===== src/verilog/malc_pkg.sv =====
// Package for the module access level control block.
// Holds descriptor and frame layouts, CPU-space map and field codes.
// Overview of operation
// Call saves state, return restores it
// Only option codes 000 and 100 accepted
// Option 000 copies arguments on stack change
// Option 100 stores caller stack pointer
// Only descriptor types 00 and 01
// Type 00 keeps rights, caller stack
// Level field used only for type 01
// Entry word selects saved register
// Stack change saves old, loads new
// Types 10 to 1F raise format error
// Stack register entry gets stack pointer
// Frame holds all listed fields
// Return checks frame option and type
// Return removes arguments by count
// CPU-space accesses with A19-A16 0001
// Bus error gives format error
// Hardware registers at 00,04,08,0C
// Level values are opaque to device
// Status code decides processor action
// Descriptor address written per function code
// Hardware judges legality of change
// Call sequence: level, probe, addr, raise, status
// Return writes lower level, reads status
// Denied change leaves registers untouched
// Hardware terminates cycles, data in top byte
package malc_pkg;
    // CPU-space map
    localparam logic [31:0] MALC_CPU_SPACE_BASE = 32'h0001_0000;
    localparam logic [7:0] MALC_OFF_CUR_LEVEL = 8'h00;
    localparam logic [7:0] MALC_OFF_STATUS = 8'h04;
    localparam logic [7:0] MALC_OFF_RAISE = 8'h08;
    localparam logic [7:0] MALC_OFF_LOWER = 8'h0C;
    localparam logic [7:0] MALC_OFF_DESC_BASE = 8'h10;
    localparam logic [2:0] MALC_FC_CPU = 3'h7;
    // Field codes
    localparam logic [2:0] MALC_OPT_STACK = 3'h0;
    localparam logic [2:0] MALC_OPT_POINTER = 3'h4;
    localparam logic [4:0] MALC_TYPE_PLAIN = 5'h00;
    localparam logic [4:0] MALC_TYPE_LEVEL = 5'h01;
    localparam int MALC_ENTRY_DA_BIT = 15;
    localparam int MALC_ENTRY_REG_HI = 14;
    localparam int MALC_ENTRY_REG_LO = 12;
    localparam logic [3:0] MALC_SP_REG = 4'hF;
    localparam int MALC_LEVEL_LSB = 24;

    typedef struct packed {
        logic [2:0] opt;
        logic [4:0] dtype;
        logic [7:0] level;
        logic [7:0] arg_count;
        logic [31:0] entry_ptr;
        logic [31:0] data_ptr;
        logic [31:0] stack_ptr;
    } malc_desc_s;

    typedef struct packed {
        logic [31:0] ret_pc;
        logic [2:0] opt;
        logic [4:0] dtype;
        logic [7:0] level;
        logic [7:0] arg_count;
        logic [7:0] condition_code_byte;
        logic [31:0] caller_sp;
        logic [31:0] saved_data_ptr;
        logic [31:0] desc_addr;
    } malc_frame_s;

    typedef struct packed {
        logic req;
        logic write;
        logic [2:0] fc;
        logic [31:0] addr;
        logic [31:0] wdata;
    } malc_bus_req_s;
endpackage


===== src/verilog/malc_status_dec.sv =====
// Access status decoder for the level control block.
// Assumes the status byte was sampled from the top data lane.
`timescale 1ns/1ps
`default_nettype none
module malc_status_dec
    import malc_pkg::*;
(
    input wire logic [7:0] status_i,
    output logic fault_o,
    output logic change_o,
    output logic new_stack_o
);
    // status code action
    always_comb begin
        fault_o = 1'b1;
        change_o = 1'b0;
        new_stack_o = 1'b0;
        if (status_i == 8'h01) begin
            fault_o = 1'b0;
        end else if (status_i == 8'h02 || status_i == 8'h03) begin
            fault_o = 1'b0;
            change_o = 1'b1;
        end else if (status_i >= 8'h04 && status_i <= 8'h07) begin
            fault_o = 1'b0;
            change_o = 1'b1;
            new_stack_o = 1'b1;
        end
    end
endmodule
`default_nettype wire


===== src/verilog/malc_core.sv =====
// Module call / return sequencer with access level handshake.
// Assumes an outer bus unit runs each request and answers with ack or
// bus error; memory reads and writes for frame and argument copy go there.
`timescale 1ns/1ps
`default_nettype none
module malc_core
    import malc_pkg::*;
#(
    parameter int ADDR_W = 32
) (
    input wire logic clk_i,
    input wire logic nrst_i,
    // Instruction start
    input wire logic call_start_i,
    input wire logic ret_start_i,
    input wire logic [31:0] desc_addr_i,
    input wire logic [2:0] desc_fc_i,
    input wire malc_desc_s desc_i,
    input wire malc_frame_s frame_i,
    input wire logic [15:0] entry_word_i,
    input wire logic [31:0] next_pc_i,
    input wire logic [7:0] ccr_i,
    input wire logic [31:0] sp_i,
    input wire logic [31:0] reg_file_val_i,
    // Bus unit
    output malc_bus_req_s bus_o,
    input wire logic bus_ack_i,
    input wire logic bus_error_input_i,
    input wire logic [31:0] bus_rdata_i,
    // Results
    output logic busy_o,
    output logic done_o,
    output logic format_error_o,
    output malc_frame_s frame_o,
    output logic frame_wr_o,
    output logic [31:0] new_sp_o,
    output logic sp_wr_o,
    output logic [3:0] dst_reg_o,
    output logic [31:0] dst_val_o,
    output logic dst_wr_o,
    output logic [31:0] new_pc_o,
    output logic [7:0] ccr_o,
    output logic args_copy_o,
    output logic [7:0] args_remove_o
);
    typedef enum logic [3:0] {
        ST_IDLE = 4'b0000,
        ST_CHECK = 4'b0001,
        ST_RD_LEVEL = 4'b0010,
        ST_PROBE = 4'b0011,
        ST_WR_DESC = 4'b0100,
        ST_WR_RAISE = 4'b0101,
        ST_WR_LOWER = 4'b0110,
        ST_RD_STATUS = 4'b0111,
        ST_COMMIT = 4'b1000,
        ST_FAULT = 4'b1001
    } malc_state_e;

    malc_state_e state_q, state_d;
    logic is_call_q;
    logic [7:0] cur_level_q;
    logic [7:0] status_q;
    logic st_fault, st_new_stack;
    logic fmt_ok;

    ////////////////////////////////////////////////////////////////////////
    // option check
    // type check
    function automatic logic fields_ok(input logic [2:0] opt, input logic [4:0] dtype);
        // reserved types refused
        fields_ok = (opt == MALC_OPT_STACK || opt == MALC_OPT_POINTER) &&
                    (dtype == MALC_TYPE_PLAIN || dtype == MALC_TYPE_LEVEL);
    endfunction

    function automatic logic [31:0] cpu_addr(input logic [7:0] off);
        // CPU-space address pattern
        cpu_addr = MALC_CPU_SPACE_BASE | {24'h00_0000, off};
    endfunction

    // return frame check
    assign fmt_ok = is_call_q ? fields_ok(desc_i.opt, desc_i.dtype) :
                    fields_ok(frame_i.opt, frame_i.dtype);

    malc_status_dec u_status_dec (
        .status_i(status_q),
        .fault_o(st_fault),
        .change_o(),
        .new_stack_o(st_new_stack)
    );

    ////////////////////////////////////////////////////////////////////////
    // Next state
    always_comb begin
        state_d = state_q;
        case (state_q)
            ST_IDLE: begin
                if (call_start_i || ret_start_i) begin
                    state_d = ST_CHECK;
                end
            end
            ST_CHECK: begin
                if (!fmt_ok) begin
                    state_d = ST_FAULT;
                // type 00 no handshake
                end else if (is_call_q && desc_i.dtype == MALC_TYPE_PLAIN) begin
                    state_d = ST_COMMIT;
                end else if (!is_call_q && frame_i.dtype == MALC_TYPE_PLAIN) begin
                    state_d = ST_COMMIT;
                // call sequence start
                end else if (is_call_q) begin
                    state_d = ST_RD_LEVEL;
                // return lowers level
                end else begin
                    state_d = ST_WR_LOWER;
                end
            end
            ST_RD_LEVEL: state_d = bus_error_input_i ? ST_FAULT : (bus_ack_i ? ST_PROBE : ST_RD_LEVEL);
            ST_PROBE: state_d = bus_error_input_i ? ST_FAULT : (bus_ack_i ? ST_WR_DESC : ST_PROBE);
            ST_WR_DESC: state_d = bus_error_input_i ? ST_FAULT : (bus_ack_i ? ST_WR_RAISE : ST_WR_DESC);
            ST_WR_RAISE: state_d = bus_error_input_i ? ST_FAULT : (bus_ack_i ? ST_RD_STATUS : ST_WR_RAISE);
            ST_WR_LOWER: state_d = bus_error_input_i ? ST_FAULT : (bus_ack_i ? ST_RD_STATUS : ST_WR_LOWER);
            // bus error faults
            ST_RD_STATUS: state_d = bus_error_input_i ? ST_FAULT : (bus_ack_i ? ST_COMMIT : ST_RD_STATUS);
            // denied change, no update
            ST_COMMIT: state_d = st_fault && (is_call_q ? desc_i.dtype : frame_i.dtype) == MALC_TYPE_LEVEL ?
                                 ST_FAULT : ST_IDLE;
            ST_FAULT: state_d = ST_IDLE;
            default: state_d = ST_IDLE;
        endcase
    end

    always_ff @(posedge clk_i or negedge nrst_i) begin
        if (!nrst_i) begin
            state_q <= ST_IDLE;
        end else begin
            state_q <= state_d;
        end
    end

    // Remember which instruction is running
    always_ff @(posedge clk_i or negedge nrst_i) begin
        if (!nrst_i) begin
            is_call_q <= 1'b0;
        end else if (state_q == ST_IDLE && (call_start_i || ret_start_i)) begin
            is_call_q <= call_start_i;
        end
    end

    ////////////////////////////////////////////////////////////////////////
    // Sampled level and status bytes, top lane only
    always_ff @(posedge clk_i or negedge nrst_i) begin
        if (!nrst_i) begin
            cur_level_q <= 8'h00;
            status_q <= 8'h00;
        end else begin
            // level kept opaque
            if (state_q == ST_RD_LEVEL && bus_ack_i) begin
                cur_level_q <= bus_rdata_i[31:MALC_LEVEL_LSB];
            end
            // Status 01 preloaded so a plain type never faults
            if (state_q == ST_CHECK) begin
                status_q <= 8'h01;
            end else if (state_q == ST_RD_STATUS && bus_ack_i) begin
                status_q <= bus_rdata_i[31:MALC_LEVEL_LSB];
            end
        end
    end

    // Bus request, CPU space except the probe, combinational handshake
    always_comb begin
        bus_o = '0;
        bus_o.fc = MALC_FC_CPU;
        case (state_q)
            ST_RD_LEVEL: begin
                bus_o.req = 1'b1;
                bus_o.addr = cpu_addr(MALC_OFF_CUR_LEVEL);
            end
            ST_PROBE: begin
                // Probe read in the caller's data space
                bus_o.req = 1'b1;
                bus_o.fc = desc_fc_i;
                bus_o.addr = sp_i;
            end
            ST_WR_DESC: begin
                // descriptor address per code
                bus_o.req = 1'b1;
                bus_o.write = 1'b1;
                bus_o.addr = cpu_addr(MALC_OFF_DESC_BASE + {3'h0, desc_fc_i, 2'h0});
                bus_o.wdata = desc_addr_i;
            end
            ST_WR_RAISE: begin
                // level field forwarded
                bus_o.req = 1'b1;
                bus_o.write = 1'b1;
                bus_o.addr = cpu_addr(MALC_OFF_RAISE);
                bus_o.wdata = {desc_i.level, 24'h00_0000};
            end
            ST_WR_LOWER: begin
                bus_o.req = 1'b1;
                bus_o.write = 1'b1;
                bus_o.addr = cpu_addr(MALC_OFF_LOWER);
                bus_o.wdata = {frame_i.level, 24'h00_0000};
            end
            ST_RD_STATUS: begin
                bus_o.req = 1'b1;
                bus_o.addr = cpu_addr(MALC_OFF_STATUS);
            end
            default: begin
                bus_o.req = 1'b0;
            end
        endcase
    end

    assign busy_o = state_q != ST_IDLE;

    ////////////////////////////////////////////////////////////////////////
    // Commit results: done, format error, argument copy and write-enable outputs are single-cycle strobes; value outputs hold
    always_ff @(posedge clk_i or negedge nrst_i) begin
        if (!nrst_i) begin
            done_o <= 1'b0;
            format_error_o <= 1'b0;
            frame_o <= '0;
            frame_wr_o <= 1'b0;
            new_sp_o <= 32'h0000_0000;
            sp_wr_o <= 1'b0;
            dst_reg_o <= 4'h0;
            dst_val_o <= 32'h0000_0000;
            dst_wr_o <= 1'b0;
            new_pc_o <= 32'h0000_0000;
            ccr_o <= 8'h00;
            args_copy_o <= 1'b0;
            args_remove_o <= 8'h00;
        end else begin
            done_o <= 1'b0;
            format_error_o <= 1'b0;
            frame_wr_o <= 1'b0;
            sp_wr_o <= 1'b0;
            dst_wr_o <= 1'b0;
            args_copy_o <= 1'b0;
            if (state_q == ST_FAULT) begin
                format_error_o <= 1'b1;
            end else if (state_q == ST_COMMIT && state_d == ST_IDLE) begin
                done_o <= 1'b1;
                if (is_call_q) begin
                    // save state in frame
                    // frame contents
                    frame_wr_o <= 1'b1;
                    frame_o.ret_pc <= next_pc_i;
                    frame_o.opt <= desc_i.opt;
                    frame_o.dtype <= desc_i.dtype;
                    frame_o.level <= cur_level_q;
                    frame_o.arg_count <= desc_i.arg_count;
                    frame_o.condition_code_byte <= ccr_i;
                    // caller stack stored
                    frame_o.caller_sp <= sp_i;
                    frame_o.saved_data_ptr <= reg_file_val_i;
                    frame_o.desc_addr <= desc_addr_i;
                    new_pc_o <= desc_i.entry_ptr + 32'h0000_0002;
                    // entry word register select
                    dst_reg_o <= {entry_word_i[MALC_ENTRY_DA_BIT],
                                  entry_word_i[MALC_ENTRY_REG_HI:MALC_ENTRY_REG_LO]};
                    dst_wr_o <= 1'b1;
                    // new stack from descriptor
                    // stack register gets stack value
                    if (desc_i.dtype == MALC_TYPE_LEVEL && st_new_stack) begin
                        sp_wr_o <= 1'b1;
                        new_sp_o <= desc_i.stack_ptr;
                        // copy arguments to new stack
                        args_copy_o <= desc_i.opt == MALC_OPT_STACK;
                        dst_val_o <= {entry_word_i[MALC_ENTRY_DA_BIT],
                                      entry_word_i[MALC_ENTRY_REG_HI:MALC_ENTRY_REG_LO]} == MALC_SP_REG ?
                                     desc_i.stack_ptr : desc_i.data_ptr;
                    end else begin
                        dst_val_o <= {entry_word_i[MALC_ENTRY_DA_BIT],
                                      entry_word_i[MALC_ENTRY_REG_HI:MALC_ENTRY_REG_LO]} == MALC_SP_REG ?
                                     sp_i : desc_i.data_ptr;
                    end
                end else begin
                    // restore from frame
                    new_pc_o <= frame_i.ret_pc;
                    ccr_o <= frame_i.condition_code_byte;
                    dst_reg_o <= {entry_word_i[MALC_ENTRY_DA_BIT],
                                  entry_word_i[MALC_ENTRY_REG_HI:MALC_ENTRY_REG_LO]};
                    dst_val_o <= frame_i.saved_data_ptr;
                    dst_wr_o <= 1'b1;
                    // remove arguments by count
                    args_remove_o <= frame_i.arg_count;
                    if (frame_i.dtype == MALC_TYPE_LEVEL) begin
                        sp_wr_o <= 1'b1;
                        new_sp_o <= frame_i.caller_sp;
                    end
                end
            end
        end
    end
endmodule
`default_nettype wire


===== config.mk =====
export PLATFORM = sky130hd
export DESIGN_NAME = malc_core
export DESIGN_NICKNAME = d
export VERILOG_FILES = /design/src/verilog/malc_pkg.sv /design/src/verilog/malc_status_dec.sv /design/src/verilog/malc_core.sv
export SDC_FILE = /design/constraint.sdc
export NUM_CORES = 1
export LEC_CHECK = 0
export ABC_AREA = 1
export BUFFER_PORTS_ARGS = -buffer_cell sky130_fd_sc_hd__buf_4
export CORE_AREA = 3 3 316 318
export DETAILED_ROUTE_END_ITERATION = 8
export DIE_AREA = 0 0 319 321
export PLACE_DENSITY = 0.45
export SYNTH_ARGS = -nofsm -noshare
export SYNTH_HDL_FRONTEND = slang
export SYNTH_SLANG_ARGS = --single-unit

===== constraint.sdc =====
create_clock -name clk_i -period 4.5 [get_ports clk_i]
set_input_delay 0.9 -clock clk_i [delete_from_list [all_inputs] [get_ports clk_i]]
set_output_delay 0.9 -clock clk_i [all_outputs]
set_load 0.02 [all_outputs]

### Word level (Yosys, flattened, before mapping)

Cells that the tools add are included.

| cells by class | value |
|---|---|
| add/sub/neg operators | 2 |
| order comparisons | 2 |
| equality and inequality tests | 19 |
| multiplexer cells | 57 |
| bitwise logic cells | 2 |
| reduce and logical (&&, ||, !) cells | 33 |

Operators with widths:

| kind | number |
|---|---|
| 32-bit two-way mux | 8 |
| 32-bit case mux with 6 select lines | 1 |
| 32-bit case mux with 3 select lines | 1 |
| 4-bit two-way mux | 12 |
| 4-bit case mux with 9 select lines | 1 |
| 32-bit by 2-bit adder with 32-bit output, second input constant | 1 |
| 1-bit two-way mux | 27 |
| 4-bit by 3-bit equality test with 1-bit output, second input constant | 4 |
| 8-bit by 2-bit equality test with 1-bit output, second input constant | 2 |
| 8-bit two-way mux | 2 |
| 5-bit by 1-bit equality test with 1-bit output, second input constant | 3 |
| 4-bit equality test, second input constant | 3 |
| 1-bit logical AND | 11 |
| 5-bit logical NOT | 2 |
| 3-bit two-way mux | 3 |
| 4-bit by 2-bit equality test with 1-bit output, second input constant | 2 |
| 8-bit by 1-bit equality test with 1-bit output, second input constant | 1 |
| 8-bit by 3-bit greater-or-equal comparator with 1-bit output, second input constant | 1 |
| 8-bit by 3-bit <= comparator with 1-bit output, second input constant | 1 |
| 4-bit logical NOT | 2 |
| 5-bit by 5-bit adder with 6-bit output, first input constant | 1 |
| 3-bit equality test, second input constant | 2 |
| 3-bit logical NOT | 2 |
| 1-bit logical OR | 6 |
| 13 further kinds | 16 |

| storage, ports and cells | value |
|---|---|
| bits in registers | 302 |
| input bits | 473 |
| output and inout port bits | 352 |
| word-level logic and storage cells | 139 |

### Longest topological paths before layout

Gate-level depths: netlist of run 1.

| logic depth | value |
|---|---|
| depth after elaboration | 12 |
| depth in mapped cells | 13 |
| mapped depth without buffers | 12 |

### Hierarchy

From an unflattened synthesis of run 1, not the netlist that was laid out.

| unflattened totals | value |
|---|---|
| cell total of the unflattened synthesis | 2124 |
| area total of the unflattened synthesis | 15867.7 um^2 |

By module, submodules not included:

| module | instances | cells each | area each (um^2) | sequential area each (um^2) |
|---|---|---|---|---|
| malc_core | 1 | 2109 | 15806.4 | 7557.2 |
| malc_status_dec | 1 | 15 | 61.3 | 0.0 |

### Worst setup path before layout of run 1

Ideal clock, no wire load.

| path | value |
|---|---|
| path type | reg2out |
| start point | reg state_q[3] |
| end point | out bus_o[65] (netlist bit) |
| arrival time | 1.624 ns |
| required time | 3.600 ns |
| slack | 1.976 ns |
| stages on the path, launching flop included | 7 |
| path buffers | 1 |
| path through | dfrtp_1 > nor2_1 > inv_1 > nor2_1 > inv_1 > clkbuf_1 > or2_2 |

RTL lines:

| element | line | source |
|---|---|---|
| start, declared | malc_core.sv:59 | `malc_state_e state_q, state_d;` |
| start signal, assigned | malc_core.sv:136 | `state_q <= state_d;` |
| end, declared | malc_core.sv:26 | `output malc_bus_req_s bus_o,` |

==> results.py, run 1 <==
metrics = {
    "setup_path": {
        "worstPathRequired_ps": 3600,
        "critical_path_buf_inv_count": 3,
        "max_stage_delay_ps": 520,
        "cp.arrival_ps": 3000,
        "crit_fanout": 32,
        "crit_family": "simple AND/OR/NAND/NOR gates",
        "path_class": "reg2out",
        "slowest_stage": "inv_2",
        "worst_setup_path_end_kind": "primary output",
        "critPathLaunchType": "register",
        "crit_top_cell": "nor2_1",
        "crit_path_cell_trace": "nor2_1 > inv_1 > nor2_1 > inv_2 > nor2_1 > buf_4",
    },
    "place": {
        "placed_area_sq_um": 23100,
        "post-place-cells": 4190,
        "globalplace.congestion": 0.860,
        "io_buffers": 755,
        "place_hpwl_um": 64900,
    },
    "finish": {
        "num-nets-final": 3432,
        "fin_area_sq_um": 24500,
        "area_delta_synth_final_pct": 52.6,
        "drive_gt1_share_pct": 29.6,
        "fin_cells": 4266,
    },
    "routing": {
        "wire_per_inst_um": 20.1,
        "drt_drc_violations_left": 0,
        "vias": 17700,
        "via_per_inst": 4.14,
        "drt-total-wl_um": 85900,
        "detail-route-antenna-nets": 0,
        "drtIter0Drc": 992,
        "dr.pass1.iters": 5,
    },
    "sta": {
        "fin_skew_ps": 13.0,
        "setup_viol": 0,
        "tightest_slew_ps": 950,
        "relSlewSlack_pct": 36.7,
        "period_needed_ps": 3900,
        "hold_slack_ps": 360,
        "fmaxAchievable_mhz": 256,
        "finalSetupTns_ps": 0,
        "finalHoldViolCount": 0,
        "finalCritPeriodShare_pct": 86.8,
        "drv_slew": 0,
        "grt_setup_unrepaired": "false",
    },
    "clock_tree": {
        "cts_buffer_depth": 3,
        "post_cts_buffers": 0,
        "hold_buffers": 0,
        "cts-resized-gates": 0,
        "numCtsBuffers": 42,
        "clock_latency_ps": 580,
        "cts_tree": "built",
        "clk_pin_slew_worst_paths_ps": 60,
        "clock-sinks": 302,
        "htree_levels": 2,
        "clock_tree.root_cell": "clkbuf_16",
    },
    "die": {
        "die_h_um": 321,
        "ioPinCount": 825,
        "fp.dieArea_sq_um": 102000,
        "start_util_pct": 16.6,
        "die_x_um": 319,
        "core_sq_um": 96900,
        "num_rows": 114,
    },
    "global_routing": {
        "grt_max_degree": 93,
        "grt_usage_pct": 16.1,
        "grt_pass1_wl_um": 123000,
        "grt_pass1_vias": 17700,
        "antenna_found_initial": 7,
        "grt.overflow.total": 0,
    },
    "power": {
        "pwr_density_cell_nw_per_um2": 631,
        "ir_drop_uv": 274,
        "power_w": 0.0154,
        "p_leak_nw": 13.4,
    },
    "yosys": {
        "seq_area_frac_synth_pct": 47.1,
        "synthTopCellsByCount": "nand2_1 (1,087), dfrtp_1 (302), nand4_1 (213)",
        "yosysTopAreaCellShare_pct": 47.1,
        "synthesis.area_sq_um": 16000,
        "synth_edf_count": 0,
        "synthArstFlopShare_pct": 100,
        "synth.most_common_cell": "nand2_1",
        "synthFlopType": "dfrtp_1",
        "ys_types": 35,
        "yosys.area.top_type": "dfrtp_1",
        "ys.warnings.count": 0,
        "synth_nets": 2745,
        "netlist_top_cells_area": "dfrtp_1 (47%), nand2_1 (25%), nand4_1 (8.3%), nor2_1 (3.7%), o21ai_0 (3.2%)",
        "post_synth.cell_area_avg_sq_um": 7.06,
        "synthCells": 2271,
        "ys_seq_elements": 302,
    },
    "job": {
        "timing.max_cap.violations": 0,
    },
    "run_status": {
        "status": "completed",
    },
    "hold_path": {
        "hold_path_class": "in2async",
    },
}
through the flow:
step	utilization (%)	setup slack [ps]
after global placement	23.9	922
after floorplan	-	1980
after CTS	25.3	382
after global routing	25.3	265
final	25.3	596
after detailed placement	23.9	884
final timing paths:
kind,startpoint,end,slack (ps),depth (start not counted)
max in group asynchronous,nrst_i,frame_o[100],3090,2
min in group clk_i,frame_o[36],frame_o[36],470,2
worst min-delay path,nrst_i,new_pc_o[14],360,1
worst max register to register,is_call_q,frame_o[84],1510,11
worst max-delay path,state_q[3],bus_o[54],600,6
worst min register to register,frame_o[36],frame_o[36],470,2
per-layer routing:
layer	routed length, um	up-vias	share of wire (%)	GRT usage [%]
met5	41	-	0.048	0
met4	2420	6	2.8	4.61
met3	6470	114	7.5	4.51
met2	40400	621	47	26.8
met1	36700	8284	43	20.3
li1	-	8627	-	-
worst reg2reg max path, stage by stage (launching register included):
cell,delay [ps]
dfrtp_4,720
nand2_1,140
nor2_1,120
nand2_1,180
nand3_1,170
nand3_2,100
nor2_4,280
nand3_4,370
buf_12,330
buf_12,250
nand2_1,140
nand2_1,50
kinds of logic after synthesis:
kind of cell,synth area share (%)
adder cells (fa/ha/maj),0.0780
buffers and inverters,7.43
AO/OA/AOI/OAI,4.67
XOR/XNOR,0.601
multiplexers,0.507
flip-flops,47.1
AND/OR/NAND/NOR,39.6
where the power goes:
part           internal [W]  switching [W]
clock network       0.00190        0.00139
logic               0.00258        0.00509
registers           0.00380       0.000667
registers in the layout, indices dropped and copies added, names as in the netlist, 4 cells and up:
signal and count:
frame_o 160, dst_val_o 32, new_pc_o 32, new_sp_o 32
args_remove_o 8, ccr_o 8, cur_level_q 8, status_q 8
dst_reg_o 4, state_q 4
cell usage in the layout, fill, tap and decap left out, drive strengths merged, types with 7 or more instances in the layout:
cell / instances
nand3b: 12
xor2: 7
buf: 796
nand4: 213
nand3: 28
a21oi: 35
mux2i: 7
dfrtp: 302
clkinv: 12
nand2: 1089
o21ai: 102
clkbuf: 58
inv: 139
nor2: 162
final cells by class:
type | count | area [sq um]
antenna | 2 | 5.00
tap | 1276 | 1600
clock inverter | 16 | 155
fill | 10900 | 72400
timing repair buffer | 796 | 6120
clock buffer | 58 | 1180
sequential | 302 | 7560
multi-input combinational | 1679 | 7330
inverter | 137 | 527
Note: power is estimated with default switching activity, not from simulation.
==> run 2: changes to the inputs <==
PLACE_DENSITY = default   (was 0.45)
RECOVER_POWER = 100   (was default)
==> run 2 against run 1 <==
Effect of this change: the run now ends with capacitance limit, slew limit left; setup slack better by 64 ps; final area is 6.1% lower; sequential power hardly changed; die area stayed put; critical path depth is 2 higher; core utilization is 1.5 points lower; via count is 1.6% higher; combinational power is 12% lower; hold slack better by 110 ps; routed wire length is 0.81% lower; sequential share of layout area is 2.0 points higher; fmax is 1.7% higher; critical path type unchanged; largest cell class unchanged.
==> results.py, run 2 (synthesis results as in run 1) <==
metrics = {
    "run_status": {
        "status": "finished, violations left",
        "violations": "capacitance limit, slew limit",
    },
    "place": {
        "place_ws_ps": 822,
        "post-place-cells": 4181,
        "io_buffers": 755,
        "globalplace.congestion": 0.877,
        "place_hpwl_um": 65400,
    },
    "routing": {
        "drtIter0Drc": 1098,
        "via_per_inst": 4.22,
        "drt_drc_violations_left": 0,
        "dr.pass1.iters": 5,
        "vias": 17900,
        "detail-route-antenna-nets": 0,
        "wire_per_inst_um": 20.0,
        "drt-total-wl_um": 85300,
    },
    "clock_tree": {
        "post_cts_buffers": 0,
        "clock_latency_ps": 560,
        "cts_buffer_depth": 3,
        "clock-sinks": 302,
        "numCtsBuffers": 39,
        "cts_tree": "built",
        "clk_pin_slew_worst_paths_ps": 60,
        "hold_buffers": 0,
        "clock_tree.root_cell": "clkbuf_16",
        "cts-resized-gates": 0,
        "htree_levels": 2,
    },
    "die": {
        "die_x_um": 319,
        "fp.dieArea_sq_um": 102000,
        "ioPinCount": 825,
        "num_rows": 114,
        "core_sq_um": 96900,
        "die_h_um": 321,
        "start_util_pct": 16.6,
    },
    "sta": {
        "finalSetupTns_ps": 0,
        "fmaxAchievable_mhz": 260,
        "fin_skew_ps": 10.3,
        "finalHoldViolCount": 0,
        "setup_viol": 0,
        "fin_ws_ps": 660,
        "tightest_slew_ps": 2530,
        "finalCritPeriodShare_pct": 85.3,
        "relSlewSlack_pct": -68.7,
        "grt_setup_unrepaired": "false",
        "drv_slew": 78,
        "period_needed_ps": 3840,
    },
    "global_routing": {
        "grt_pass1_wl_um": 121000,
        "antenna_found_initial": 9,
        "grt_usage_pct": 15.9,
        "grt.overflow.total": 0,
        "grt_max_degree": 112,
        "grt_pass1_vias": 17500,
    },
    "setup_path": {
        "crit_fanout": 20,
        "critPathLaunchType": "register",
        "path_class": "reg2out",
        "reg2reg_depth": 11,
        "cp.arrival_ps": 2940,
        "worstPathRequired_ps": 3600,
        "worst_setup_path_end_kind": "primary output",
    },
    "job": {
        "timing.max_cap.violations": 1,
    },
    "finish": {
        "drive_gt1_share_pct": 17.4,
        "fin_cells": 4255,
        "num-nets-final": 3420,
        "final_cell_mix": "nand2_1 (1,086), buf_4 (428), clkbuf_1 (357)",
        "largest-register": "frame_o",
        "final.fill_count": 11100,
        "area_delta_synth_final_pct": 43.3,
        "largest_register_ffs": 160,
        "layout_commonest_cell": "nand2_1",
    },
    "power": {
        "ir_drop_uv": 354,
        "p_leak_nw": 12.0,
        "pwr_density_cell_nw_per_um2": 630,
    },
    "hold_path": {
        "hold_path_depth": 2,
        "hold_path_class": "reg2reg",
    },
}
==> run 2: where the power goes <==
group / total (W) / leakage, nW / switching, W / internal, W
logic: 0.00675 / 7.41 / 0.00513 / 0.00162
clock network: 0.00328 / 0.656 / 0.00130 / 0.00198
registers: 0.00445 / 3.88 / 0.000644 / 0.00380
total: 0.0145 / 12.0 / 0.00707 / 0.00740
==> run 2: path summary, 6_finish.rpt <==
path | slack (ps) | end | startpoint
min reg2reg | 470 | ccr_o[0] | ccr_o[0]
min in group asynchronous | 1100 | dst_wr_o | nrst_i
max in group asynchronous | 1120 | is_call_q | nrst_i
min | 470 | ccr_o[0] | ccr_o[0]
max | 660 | bus_o[40] | state_q[3]
max reg2reg | 740 | new_pc_o[19] | state_q[1]
==> run 2: per-layer routing <==
layer	up-vias	track usage [%]	share of wire (%)
met5	-	0	0.062
met4	8	5.19	3.0
met3	118	5.20	8.6
met2	740	25.8	46
met1	8459	20.1	42
li1	8611	-	-
==> run 2: area by class of cell <==
cell class                 count  area (sq um)  area share, %
sequential                   302          7560           32.9
multi-input combinational   1679          7310           31.8
timing repair buffer         787          4670           20.3
tap                         1276          1600           6.94
clock buffer                  55          1130           4.90
inverter                     137           527           2.29
clock inverter                15           190          0.827
antenna                        4          10.0         0.0435
==> run 2: worst max-delay path, cell delays in order (launching register included) <==
cell and delay (ps):
dfrtp_1 420, nor2_1 280, inv_1 120, nor2_1 130, buf_4 190, inv_1 400
buf_4 410, nor2_1 160, clkbuf_1 250
==> run 2: stage by stage <==
| stage | total power, W | hold WS, ps | instance area (sq um) | utilization [%] |
|---|---|---|---|---|
| after detailed placement | 0.0122 | 459 | 23000 | 23.8 |
| after CTS | 0.0156 | 350 | 24300 | 25.1 |
| final | 0.0145 | 467 | 23000 | 23.7 |
| after global routing | 0.0155 | 487 | 23000 | 23.7 |
| after global placement | 0.0122 | 455 | 23000 | 23.8 |
| after floorplan | 0.00856 | 431 | 16000 | - |
